**src/rtl/pwg_pkg.sv**
```systemverilog
// Package: register map, field layout and reset values of the wake gating block
package pwg_pkg;
  // Register indices as printed; byte address is four times the index
  localparam logic [7:0]  IDX_EN_1X      = 8'h0B;
  localparam logic [7:0]  IDX_EN_2X      = 8'h0C;
  localparam logic [7:0]  IDX_EN_3X      = 8'h0D;
  localparam logic [7:0]  IDX_EN_5X      = 8'h0E;
  localparam logic [7:0]  IDX_RSVD       = 8'h0F;
  // Status registers, one per enable register, index + 0x10
  localparam logic [7:0]  IDX_STS_1X     = 8'h1B;
  localparam logic [7:0]  IDX_STS_2X     = 8'h1C;
  localparam logic [7:0]  IDX_STS_3X     = 8'h1D;
  localparam logic [7:0]  IDX_STS_5X     = 8'h1E;
  localparam logic [7:0]  IDX_CTRL       = 8'h20;
  localparam logic [7:0]  IDX_IRQ_STS    = 8'h21;
  localparam logic [7:0]  IDX_IRQ_CLR    = 8'h22;
  localparam logic [7:0]  IDX_IRQ_EN     = 8'h23;
  localparam logic [7:0]  IDX_OUT_STATE  = 8'h24;
  localparam int          NUM_BANKS      = 4;
  localparam int          NUM_SRC        = 32;
  localparam logic [7:0]  EN_RESET       = 8'h00;
  localparam logic [7:0]  STS_RESET      = 8'h00;
  localparam int          CTRL_GLOBAL_EN = 0;
  localparam logic        CTRL_RESET     = 1'b0;
  localparam int          IRQ_WAKE_EVENT = 0;
  localparam int          IRQ_OUT_ASSERT = 1;
  localparam logic [1:0]  IRQ_RESET      = 2'h0;
  localparam int          GROUP_IRQ_BIT  = 11;
  localparam logic [31:0] RSVD_DATA      = 32'h0000_0000;
endpackage : pwg_pkg

```
**src/rtl/pwg_src_if.sv**
```systemverilog
// Interface: per-source qualification between top and gating core
`timescale 1ns/100ps
interface pwg_src_if;
  logic [31:0] status;
  logic [31:0] enable;
  logic        global_en;
  logic [31:0] qualified;
  logic        any_qualified;
  modport top  (output status, output enable, output global_en,
                input qualified, input any_qualified);
  modport core (input status, input enable, input global_en,
                output qualified, output any_qualified);
endinterface : pwg_src_if

```
**src/rtl/pwg_gate.sv**
```systemverilog
// Gating core: per-source wake qualification and OR reduction
`timescale 1ns/100ps
module pwg_gate (
  pwg_src_if.core src
);
  genvar g;
  generate
    for (g = 0; g < pwg_pkg::NUM_SRC; g++) begin : g_src
      assign src.qualified[g] = src.enable[g] & src.status[g] & src.global_en;
    end
  endgenerate
  assign src.any_qualified = |src.qualified;
endmodule : pwg_gate

```
**src/rtl/pwg_top.sv**
```systemverilog
// Top: APB register file, wake status latching and active-low wake output
`timescale 1ns/100ps
module pwg_top (
  input  wire logic        pclk,
  input  wire logic        presetn,
  input  wire logic        psel,
  input  wire logic        penable,
  input  wire logic        pwrite,
  input  wire logic [11:0] paddr,
  input  wire logic [31:0] pwdata,
  input  wire logic [3:0]  pstrb,
  output logic      [31:0] prdata,
  output logic             pready,
  output logic             pslverr,
  input  wire logic [7:0]  wake_evt_gpio_1x,
  input  wire logic [7:0]  wake_evt_gpio_2x_group,
  input  wire logic [7:0]  wake_evt_gpio_3x_4x_6x,
  input  wire logic [7:0]  wake_evt_gpio_5x,
  output logic             wake_request_out_n,
  output logic             irq
);

  typedef struct packed {
    logic [31:0] sync1;
    logic [31:0] sync2;
    logic [31:0] evt_prev;
    logic [31:0] status;
    logic [31:0] wake_en;
    logic        global_event_enable;
    logic [1:0]  irq_sts;
    logic [1:0]  irq_en;
    logic        wake_out_n;
    logic [31:0] rdata;
  } pwg_state_t;

  pwg_state_t  st_reg;
  pwg_state_t  st_next;

  pwg_src_if src ();

  pwg_gate u_gate (
    .src (src)
  );

  assign src.status    = st_reg.status;
  assign src.enable    = st_reg.wake_en;
  assign src.global_en = st_reg.global_event_enable;

  logic [31:0] evt_raw;
  logic [31:0] evt_rise;
  logic        wr_acc;
  logic        rd_acc;
  logic [9:0]  widx;
  logic        addr_ok;
  logic [7:0]  idx;

  // Bank layout: bit 8*b+n is bit n of enable register 0B+b
  // lines 10..17 in bank 0
  // bank 1, bit 3 grouped device irq
  assign evt_raw  = {wake_evt_gpio_5x, wake_evt_gpio_3x_4x_6x,
                     wake_evt_gpio_2x_group, wake_evt_gpio_1x};
  assign evt_rise = st_reg.sync2 & ~st_reg.evt_prev;
  assign wr_acc   = psel & penable & pwrite;
  assign rd_acc   = psel & ~penable & ~pwrite;
  assign widx     = paddr[11:2];
  assign addr_ok  = (paddr[1:0] == 2'h0) && (widx[9:8] == 2'h0);
  assign idx      = widx[7:0];

  // Read mux, registered in the setup cycle so data is valid in the access phase
  function automatic logic [31:0] rd_mux(input pwg_state_t s, input logic [31:0] en,
                                         input logic [7:0] i, input logic ok);
    logic [31:0] r;
    r = 32'h0000_0000;
    if (!ok) begin
      r = 32'h0000_0000;
    end else if (i == pwg_pkg::IDX_EN_1X) begin
      r = {24'h00_0000, en[7:0]};
    end else if (i == pwg_pkg::IDX_EN_2X) begin
      r = {24'h00_0000, en[15:8]};
    end else if (i == pwg_pkg::IDX_EN_3X) begin
      r = {24'h00_0000, en[23:16]};
    end else if (i == pwg_pkg::IDX_EN_5X) begin
      r = {24'h00_0000, en[31:24]};
    end else if (i == pwg_pkg::IDX_RSVD) begin
      r = pwg_pkg::RSVD_DATA;
    end else if (i == pwg_pkg::IDX_STS_1X) begin
      r = {24'h00_0000, s.status[7:0]};
    end else if (i == pwg_pkg::IDX_STS_2X) begin
      r = {24'h00_0000, s.status[15:8]};
    end else if (i == pwg_pkg::IDX_STS_3X) begin
      r = {24'h00_0000, s.status[23:16]};
    end else if (i == pwg_pkg::IDX_STS_5X) begin
      r = {24'h00_0000, s.status[31:24]};
    end else if (i == pwg_pkg::IDX_CTRL) begin
      r = {31'h0000_0000, s.global_event_enable};
    end else if (i == pwg_pkg::IDX_IRQ_STS) begin
      r = {30'h0000_0000, s.irq_sts};
    end else if (i == pwg_pkg::IDX_IRQ_EN) begin
      r = {30'h0000_0000, s.irq_en};
    end else if (i == pwg_pkg::IDX_OUT_STATE) begin
      r = {31'h0000_0000, ~s.wake_out_n};
    end
    return r;
  endfunction : rd_mux

  function automatic logic is_known(input logic [7:0] i);
    return (i == pwg_pkg::IDX_EN_1X) || (i == pwg_pkg::IDX_EN_2X)
        || (i == pwg_pkg::IDX_EN_3X) || (i == pwg_pkg::IDX_EN_5X)
        || (i == pwg_pkg::IDX_RSVD) || (i == pwg_pkg::IDX_STS_1X)
        || (i == pwg_pkg::IDX_STS_2X) || (i == pwg_pkg::IDX_STS_3X)
        || (i == pwg_pkg::IDX_STS_5X) || (i == pwg_pkg::IDX_CTRL)
        || (i == pwg_pkg::IDX_IRQ_STS) || (i == pwg_pkg::IDX_IRQ_CLR)
        || (i == pwg_pkg::IDX_IRQ_EN) || (i == pwg_pkg::IDX_OUT_STATE);
  endfunction : is_known

  always_comb begin
    logic [31:0] clr;
    logic [1:0]  irq_set;
    logic [1:0]  irq_clr;
    clr          = 32'h0000_0000;
    irq_set      = 2'h0;
    irq_clr      = 2'h0;
    st_next      = st_reg;
    // Two-flop synchroniser; only sync2 is looked at
    st_next.sync1    = evt_raw;
    st_next.sync2    = st_reg.sync1;
    st_next.evt_prev = st_reg.sync2;
    if (wr_acc && addr_ok && pstrb[0]) begin
      if (idx == pwg_pkg::IDX_EN_1X) begin
        st_next.wake_en[7:0] = pwdata[7:0];
      end else if (idx == pwg_pkg::IDX_EN_2X) begin
        st_next.wake_en[15:8] = pwdata[7:0];
      end else if (idx == pwg_pkg::IDX_EN_3X) begin
        st_next.wake_en[23:16] = pwdata[7:0];
      end else if (idx == pwg_pkg::IDX_EN_5X) begin
        st_next.wake_en[31:24] = pwdata[7:0];
      end else if (idx == pwg_pkg::IDX_STS_1X) begin
        clr[7:0] = pwdata[7:0];
      end else if (idx == pwg_pkg::IDX_STS_2X) begin
        clr[15:8] = pwdata[7:0];
      end else if (idx == pwg_pkg::IDX_STS_3X) begin
        clr[23:16] = pwdata[7:0];
      end else if (idx == pwg_pkg::IDX_STS_5X) begin
        clr[31:24] = pwdata[7:0];
      end else if (idx == pwg_pkg::IDX_CTRL) begin
        st_next.global_event_enable = pwdata[pwg_pkg::CTRL_GLOBAL_EN];
      end else if (idx == pwg_pkg::IDX_IRQ_CLR) begin
        irq_clr = pwdata[1:0];
      end else if (idx == pwg_pkg::IDX_IRQ_EN) begin
        st_next.irq_en = pwdata[1:0];
      end
    end
    st_next.status = (st_reg.status & ~clr) | evt_rise;
    // output tracks OR of qualified sources
    st_next.wake_out_n = ~src.any_qualified;
    irq_set[pwg_pkg::IRQ_WAKE_EVENT] = |evt_rise;
    irq_set[pwg_pkg::IRQ_OUT_ASSERT] = st_reg.wake_out_n & src.any_qualified;
    st_next.irq_sts = (st_reg.irq_sts & ~irq_clr) | irq_set;
    if (rd_acc) begin
      st_next.rdata = rd_mux(st_reg, st_reg.wake_en, idx, addr_ok);
    end
  end

  // presetn is the standby-supply power-on reset
  always_ff @(posedge pclk or negedge presetn) begin
    if (!presetn) begin
      st_reg.wake_en             <= {pwg_pkg::NUM_BANKS{pwg_pkg::EN_RESET}};
      st_reg.sync1               <= 32'h0000_0000;
      st_reg.sync2               <= 32'h0000_0000;
      st_reg.evt_prev            <= 32'h0000_0000;
      st_reg.status              <= {pwg_pkg::NUM_BANKS{pwg_pkg::STS_RESET}};
      st_reg.global_event_enable <= pwg_pkg::CTRL_RESET;
      st_reg.irq_sts             <= pwg_pkg::IRQ_RESET;
      st_reg.irq_en              <= pwg_pkg::IRQ_RESET;
      st_reg.wake_out_n          <= 1'b1;
      st_reg.rdata               <= 32'h0000_0000;
    end else begin
      st_reg <= st_next;
    end
  end

  // Zero-wait slave; unmapped or misaligned access answers with pslverr
  assign pready             = 1'b1;
  assign pslverr            = psel & penable & (~addr_ok | ~is_known(idx)
                              | (pwrite & (idx == pwg_pkg::IDX_RSVD)));
  assign prdata             = st_reg.rdata;
  assign wake_request_out_n = st_reg.wake_out_n;
  assign irq                = |(st_reg.irq_sts & st_reg.irq_en);

endmodule : pwg_top

```
**config.mk**
```make
export PLATFORM = sky130hd
export DESIGN_NAME = pwg_top
export DESIGN_NICKNAME = d
export VERILOG_FILES = /design/src/rtl/pwg_pkg.sv /design/src/rtl/pwg_src_if.sv /design/src/rtl/pwg_gate.sv /design/src/rtl/pwg_top.sv
export SDC_FILE = /design/constraint.sdc
export NUM_CORES = 1
export LEC_CHECK = 0
export ABC_AREA = 1
export BUFFER_PORTS_ARGS = -buffer_cell sky130_fd_sc_hd__buf_2
export CAP_MARGIN = 20
export CORE_ASPECT_RATIO = 1.75
export CORE_UTILIZATION = 56
export DETAILED_ROUTE_END_ITERATION = 8
export PLACE_DENSITY = 0.79
export RECOVER_POWER = 50
export SLEW_MARGIN = 10
export SYNTH_ARGS = -nofsm -noshare
export SYNTH_HDL_FRONTEND = slang
export SYNTH_SLANG_ARGS = --single-unit
```
**constraint.sdc**
```tcl
create_clock -name pclk -period 1.73 [get_ports pclk]
set_input_delay 0.2595 -clock pclk [delete_from_list [all_inputs] [get_ports pclk]]
set_output_delay 0.2595 -clock pclk [all_outputs]
set_load 0.02 [all_outputs]
```
# Word-level counts from Yosys, hierarchy flattened
# Index checks and enable logic that the tools add are counted.
# totals
wordCells,189
inputBits,85
regBits,198
output_inout_bits,36
# classes
muxes,37
n_reduce_logical,27
bitwise,98
n_eq_ne,14
# ops
op,count
2-to-1 mux 32 bit,5
2-to-1 mux 8 bit,15
bitwise AND 1 bit,71
bitwise AND 32 bit,2
inverter 32 bit,2
OR reduction 32 bit,2
"equality test 8 x 4 -> 1 bit, second input constant",5
"equality test 8 x 6 -> 1 bit, second input constant",5
"equality test 8 x 5 -> 1 bit, second input constant",4
OR 32 bit,1
2-to-1 mux 2 bit,14
2-to-1 mux 24 bit,1
2-to-1 mux 16 bit,1
inverter 1 bit,16
logical OR 1 bit,13
AND reduction 12 bit,1
AND reduction 10 bit,1
AND reduction 5 bit,1
bitwise AND 2 bit,2
logical NOT 2 bit,2
AND reduction 4 bit,1
logical AND 1 bit,3
AND reduction 3 bit,1
inverter 2 bit,1
other kinds (5),6

# Logic depth before layout (Yosys ltp)
# Gate-level depths: netlist of run 1.
# logic_depth
depth_word,18
ltp_mapped,16
ltp_nobuf,16

# Hierarchy
# Synthesis of run 1 repeated with hierarchy kept, for this count alone.
# unflattened
cells_unflattened,787
area_unflattened_um2,7359.6
# modules_own_cells
mod,n_inst,seq_area_each_um2,area_each_um2,cells_each
pwg_top,1,4355.4,6925.4,689
pwg_gate,1,0.0,434.2,98

# Worst setup path after synthesis of run 1
# Ideal clock, no wire load.
# synth_path
path_type,input to output
from,input port paddr[8]
to,output port pslverr
arrival_time_ns,1.375
cell_stages,10
setup_slack_ns,0.096
path_buffers,0
cell_sequence,inv_1 -> nand2_1 -> nor2_4 -> nand2_1 -> inv_1 -> nor3_1 -> o21ai_0 -> nor2_1 -> nand2_1 -> a31oi_1
# synth_via
elab_chain_cells,18
# synth_lines
item,line,source
from (decl),pwg_top.sv:9,"input wire logic [11:0] paddr,"
equality test 8 x 4 -> 1 bit,pwg_top.sv:107,return (i == pwg_pkg::IDX_EN_1X) || (i == pwg_pkg::IDX_EN_2X)
logical OR 1 bit,pwg_top.sv:107,
logical OR 1 bit (2 in a row),pwg_top.sv:108,|| (i == pwg_pkg::IDX_EN_3X) || (i == pwg_pkg::IDX_EN_5X)
logical OR 1 bit (2 in a row),pwg_top.sv:109,|| (i == pwg_pkg::IDX_RSVD) || (i == pwg_pkg::IDX_STS_1X)
logical OR 1 bit (2 in a row),pwg_top.sv:110,|| (i == pwg_pkg::IDX_STS_2X) || (i == pwg_pkg::IDX_STS_3X)
logical OR 1 bit (2 in a row),pwg_top.sv:111,|| (i == pwg_pkg::IDX_STS_5X) || (i == pwg_pkg::IDX_CTRL)
logical OR 1 bit (2 in a row),pwg_top.sv:112,|| (i == pwg_pkg::IDX_IRQ_STS) || (i == pwg_pkg::IDX_IRQ_CLR)
logical OR 1 bit (2 in a row),pwg_top.sv:113,|| (i == pwg_pkg::IDX_IRQ_EN) || (i == pwg_pkg::IDX_OUT_STATE);
inverter 1 bit,pwg_top.sv:184,assign pslverr = psel & penable & (~addr_ok | ~is_known(idx)
OR 1 bit,pwg_top.sv:184,
OR 1 bit *,pwg_top.sv:185,| (pwrite & (idx == pwg_pkg::IDX_RSVD)));
bitwise AND 1 bit *,pwg_top.sv:184,
to (decl),pwg_top.sv:14,"output logic pslverr,"
# Mark *: on every way between the ends. The rest lies on a longest branch, timed or not.

# Worst setup path in the final report of run 1
# layout_path
from,input port paddr[3]
to,output port pslverr
# The elaborated chain is that of the path after synthesis.

==> results.json, run 1 <==
{
  "status": "complete, but fails checks",
  "violations": "setup timing",
  "grt_pass1_vias": 5833,
  "start_kind": "primary input",
  "setup_tns_ns": -0.0781,
  "ir_drop_mv": 0.826,
  "p_leak_nw": 4.59,
  "cts_buffer_depth": 2,
  "synth.cell_area_sq_um": 7220,
  "switching_share_pct": 25.0,
  "cts_sinks": 174,
  "core_sq_um": 12500,
  "antenna_cells": 0,
  "grt_pass1_wl_mm": 28.8,
  "p_int_mw": 6.47,
  "layout_setup_ws_ns": -0.0781,
  "cp_max_fo": 4,
  "via_count": 5724,
  "finalHoldViolCount": 0,
  "grt_setup_unrepaired": "yes",
  "synthCells": 748,
  "ys_ff_latch": 174,
  "track_usage_pct": 29.3,
  "p_seq_share_pct": 49.0,
  "path_common_cell": "nand3_4",
  "maxSlewViolCount": 0,
  "ant_nets": 0,
  "min_period_ns": 1.81,
  "power.total_mw": 8.63,
  "cp_cell_sequence": "buf_8 -> inv_2 -> nand2_4 -> inv_4 -> nand3_4 -> nand3_4 -> nor3_2 -> o21ai_1 -> nor2_1 -> nand2_1 -> a31oi_1 -> buf_4",
  "crit_cells": 12,
  "cts_root_buf": "clkbuf_16",
  "initial_core_util_pct": 57.8,
  "p_per_area_nw_per_um2": 949,
  "cts-buffers-inserted": 17,
  "synth_edf_count": 0,
  "setup.worst_path.end_class": "primary output",
  "fin_crit_sh_pct": 105,
  "routabilityCongestion": 0.968,
  "ys_types": 43,
  "rr_worst_depth": 6,
  "fp.dieW_um": 87.8,
  "worstSetupStartpoint": "paddr[3]",
  "final_common_cell": "dfrtp_1",
  "cp_slowest_cell": "a31oi_1",
  "reg2reg_from": "src.status[0]",
  "regArea_sq_um": 4360,
  "fillCellCount": 895,
  "via_per_inst": 5.32,
  "h-tree-depth": 4,
  "tightest_slew_ns": 1.20,
  "ys_warn_count": 0,
  "worst-path-buf-inv": 4,
  "fmax_ghz": 0.553,
  "combPwrFrac_pct": 6.3,
  "setup_viol": 1,
  "largest_reg_flops": 64,
  "pin_count": 121,
  "hold_path_class": "primary input to flop",
  "dieArea_sq_um": 13400,
  "hpwl_mm": 13.1,
  "dr.pass1.iters": 5,
  "slew_headroom_pct": 20.0,
  "cp_top_family": "simple AND/OR/NAND/NOR gates",
  "r2r_slack_ns": 0.03,
  "crit_end": "pslverr",
  "drt-initial-drc-count": 385,
  "final_cell_mix": "dfrtp_1 (173), nand2_1 (172), inv_1 (90)",
  "ys_dominant_reg_cell": "dfrtp_1",
  "routedWlPerCell_um": 17.3,
  "clkTransAtPathRegs_ns": 0.07,
  "drcViolationCount": 0,
  "cp.required_ns": 1.47,
  "clk_latency_ns": 0.42,
  "netSwitchingPower_mw": 2.15,
  "multi_input_area_sq_um": 2350,
  "async_flop_share_pct": 100,
  "fp-row-count": 54,
  "syn_avg_cell_area_sq_um": 9.65,
  "ys_seq_area_share_pct": 60.3,
  "area_growth_pct": 25.9,
  "portBuffers": 68,
  "worstSetupPathType": "primary input to primary output",
  "final_nets": 979,
  "r2r_end": "st_reg[36]",
  "cp.arrival_ns": 1.55,
  "wl_mm": 18.7,
  "antenna_found_initial": 0,
  "drive_gt1_share_pct": 24.1,
  "cp_slowest_stage_delay_ns": 0.18,
  "finalClockSkew_ns": 0.00905,
  "cts_tree": "done",
  "maxCapViolations": 0,
  "p_clk_share_pct": 44.8,
  "grt_max_degree": 52,
  "overflow": 0,
  "die_y_um": 152
}
## power by group through the flow
stage	Clock (mW)	Combinational (mW)	Sequential, mW
after floorplan	0	0.223	4.29
after global routing	4.09	0.598	4.23
final	3.86	0.543	4.22
after CTS	3.92	0.502	4.22
after detailed placement	0	0.431	4.30
after global placement	0	0.418	4.29
## worst register-to-register path, stage by stage, from the launching register on
cell and delay [ns]:
dfrtp_1 0.45, nand2_1 0.11, nand3_1 0.08, a221oi_1 0.40, nand4_1 0.34, nand3_1 0.15, nand2_1 0.06
## stage by stage
step | cells | worst slack, ns | utilization [%] | hold slack [ns] | cell area, sq um
2_1_floorplan | 771 | 0.0958 | - | -0.0361 | 7310
3_3_place_gp | 1007 | -0.0928 | 63.3 | 0.235 | 7910
3_5_place_dp | 1007 | -0.149 | 63.3 | 0.242 | 7910
4_1_cts | 1072 | 0.00867 | 71.4 | 0.194 | 8930
5_1_grt | 1075 | -0.194 | 72.7 | 0.218 | 9090
6_report | 1075 | -0.0781 | 72.7 | 0.209 | 9090
## synth_stat cells (3+ instances only)
cell type | n | area share, %
nand2_1 | 179 | 9.3
dfrtp_1 | 173 | 60
inv_1 | 97 | 5.0
o21ai_0 | 46 | 3.2
buf_4 | 34 | 3.5
nor2_1 | 33 | 1.7
o21ai_1 | 29 | 2.0
nand3_1 | 28 | 1.9
nand4_1 | 18 | 1.6
nor3_1 | 16 | 1.1
a21oi_1 | 10 | 0.69
o21ai_2 | 8 | 0.97
inv_2 | 7 | 0.36
nor2_4 | 7 | 1.1
o31ai_1 | 7 | 0.73
buf_6 | 6 | 0.94
nand2_2 | 5 | 0.43
buf_2 | 4 | 0.28
nand2_4 | 4 | 0.62
a221oi_1 | 3 | 0.36
nor2_2 | 3 | 0.26
nor4_1 | 3 | 0.26
## cells by family (layout without fill, tap and decap cells)
| family | after synthesis | in the layout | share of synthesized area [%] |
|---|---|---|---|
| compound gates | 113 | 113 | 9.13 |
| other cells | 2 | 25 | 0.104 |
| simple gates | 308 | 308 | 20.1 |
| buf+inv | 151 | 287 | 10.3 |
| flops | 174 | 174 | 60.3 |
## layout make-up
cell class / instances / share of cell area [%]
Clock buffer: 17 / 4.68
Clock inverter: 15 / 2.15
Inverter: 105 / 4.46
Multi-Input combinational cell: 446 / 25.9
Sequential cell: 174 / 47.9
Tap cell: 168 / 2.31
Timing Repair Buffer: 150 / 12.6
## routing by layer
layer,up-vias,GRT usage [%],routed length [um]
met1,2786,32.6,6710
met2,224,48.9,9750
met4,0,22.5,1450
li1,2635,-,-
met3,79,4.39,743
met5,-,0,0
## what timing repair did
action	4_1_cts	5_1_grt
cloned	0	0
gates resized for setup	20	50
setup buffers	0	3
setup endpoints to repair	1	2
pin swaps	4	11
hold endpoints to repair	76	0
hold buffers	33	0
## worst min path at each step
stage,to,startpoint,cells past startpoint
after floorplan,prdata[0],presetn,0
after global placement,st_reg[33],presetn,1
after detailed placement,st_reg[34],presetn,1
after CTS,src.status[7],pwdata[7],4
after global routing,src.status[5],pwdata[5],4
final,src.status[7],pwdata[7],4
(Power assumes the default switching activity.)
==> run 2: changes to the inputs <==
REMOVE_ABC_BUFFERS = 1   (was unset)
==> results.json, run 2 (same netlist as run 1, synthesis figures left out) <==
{
  "reg2reg_from": "src.enable[26]",
  "grt_max_degree": 46,
  "ir_drop_mv": 0.955,
  "cp_slowest_stage_delay_ns": 0.19,
  "finalClockSkew_ns": 0.0125,
  "cp_max_fo": 3,
  "finalHoldViolCount": 0,
  "worst-path-buf-inv": 4,
  "core_sq_um": 12500,
  "p_per_area_nw_per_um2": 936,
  "min_period_ns": 1.71,
  "overflow": 0,
  "antenna_found_initial": 0,
  "tightest_slew_ns": 1.14,
  "grt_setup_unrepaired": "yes",
  "via_per_inst": 5.26,
  "portBuffers": 68,
  "worstSetupPathType": "primary input to primary output",
  "cts_root_buf": "clkbuf_16",
  "pin_count": 121,
  "rr_worst_depth": 8,
  "cp.required_ns": 1.47,
  "fp.dieW_um": 87.8,
  "dp_slack_ns": -0.182,
  "cp_slowest_cell": "nor2_4",
  "die_y_um": 152,
  "dieArea_sq_um": 13400,
  "cp_cell_sequence": "buf_8 -> nor2_4 -> nand3_4 -> buf_6 -> nor2_4 -> inv_2 -> nand4_1 -> nor2_1 -> nand2_1 -> a31oi_1 -> buf_4",
  "dr.pass1.iters": 5,
  "ant_nets": 0,
  "h-tree-depth": 4,
  "min_path_cells": 4,
  "cts_sinks": 174,
  "cts-buffers-inserted": 17,
  "routedWlPerCell_um": 17.8,
  "p_leak_nw": 4.63,
  "netSwitchingPower_mw": 2.21,
  "clk_latency_ns": 0.43,
  "area_growth_pct": 26.3,
  "setup_viol": 0,
  "fin_util_pct": 73.0,
  "grt_pass1_vias": 5656,
  "dp.cells": 1012,
  "fmax_ghz": 0.584,
  "via_count": 5715,
  "hpwl_mm": 13.4,
  "crit_cells": 11,
  "p_int_mw": 6.33,
  "setup.worst_path.end_class": "primary output",
  "final_nets": 991,
  "cp.arrival_ns": 1.45,
  "cp_top_family": "simple AND/OR/NAND/NOR gates",
  "final_common_cell": "dfrtp_1",
  "fp-row-count": 54,
  "p_clk_share_pct": 44.0,
  "drt-initial-drc-count": 433,
  "cts_buffer_depth": 2,
  "drive_gt1_share_pct": 25.6,
  "fin_cells": 1087,
  "wl_mm": 19.3,
  "initial_core_util_pct": 57.8,
  "fin_crit_sh_pct": 99.0,
  "final_cell_mix": "dfrtp_1 (173), nand2_1 (171), inv_1 (90)",
  "largest_reg_flops": 64,
  "min-delay-start": "pwdata[7]",
  "track_usage_pct": 30.5,
  "slew_headroom_pct": 23.8,
  "holdWs_ns": 0.201,
  "clkTransAtPathRegs_ns": 0.07,
  "routabilityCongestion": 0.994,
  "worstSetupStartpoint": "paddr[8]",
  "layout_setup_ws_ns": 0.0173,
  "drcViolationCount": 0,
  "antenna_cells": 0,
  "combPwrFrac_pct": 6.5,
  "setup_tns_ns": 0,
  "maxSlewViolCount": 0,
  "path_common_cell": "nor2_4",
  "p_seq_share_pct": 49.5,
  "switching_share_pct": 25.9,
  "cts_tree": "done",
  "hold_path_class": "primary input to flop",
  "status": "finished, final reports clean",
  "grt_pass1_wl_mm": 29.2,
  "start_kind": "primary input",
  "maxCapViolations": 0
}
-- run 2: changes by cell type in the layout (fill, tap and decap cells not counted), sizes merged --
| cell | previous run | this run |
|---|---|---|
| clkbuf | 17 | 19 |
| inv | 110 | 113 |
| clkinv | 7 | 5 |
| clkinvlp | 2 | 1 |
| buf | 117 | 128 |
| bufinv | 1 | 0 |
-- run 2: worst paths after layout --
| path | endpoint | slack [ns] |
|---|---|---|
| max | pslverr | 0.02 |
| min | src.status[15] | 0.20 |
| max reg2reg | st_reg[36] | 0.07 |
| min reg2reg | st_next[130] | 0.34 |
| max in group asynchronous | st_next[153] | 0.26 |
| min in group asynchronous | prdata[1] | 0.59 |
-- run 2: timing repair --
action / in CTS / in global routing
setup buffers: 4 / 6
endpoints found under the hold margin: 67 / 0
gates resized for setup: 24 / 38
hold buffers: 33 / 0
setup endpoints to repair: 1 / 2
pin swaps: 6 / 17
-- run 2: layout make-up --
class	count	area, sq um
inverter	105	399
tap	168	210
clock buffer	18	429
sequential	174	4360
fill	888	3380
clock inverter	14	161
multi-input combinational	446	2350
timing repair buffer	162	1210
-- run 2: per-stage QoR --
| stage | area [sq um] | total power [mW] |
|---|---|---|
| 5_1_grt | 9120 | 8.80 |
| 4_1_cts | 8960 | 8.53 |
| 2_1_floorplan | 6960 | 4.46 |
| 3_5_place_dp | 7930 | 4.74 |
| 3_3_place_gp | 7930 | 4.72 |
| 6_report | 9120 | 8.54 |
-- run 2: metal layers --
layer,track usage [%],share of wire (%)
met1,34.1,36
met2,53.0,54
met3,5.80,4.9
met4,17.2,5.3
met5,0,0
-- run 2: worst register-to-register path: stages, from the launching register on --
cell       delay, ns
dfrtp_1         0.42
nand2_1         0.09
nand4_1         0.13
a21oi_2         0.14
o2111ai_2       0.13
nor3_2          0.13
nand4_1         0.27
nand3_1         0.18
nand2_1         0.06
-- run 2: power groups by stage --
stage	registers, mW	logic, mW	clock network, mW
2_1_floorplan	4.29	0.177	0
3_3_place_gp	4.29	0.427	0
3_5_place_dp	4.30	0.438	0
4_1_cts	4.23	0.520	3.78
5_1_grt	4.24	0.603	3.97
6_report	4.23	0.555	3.75
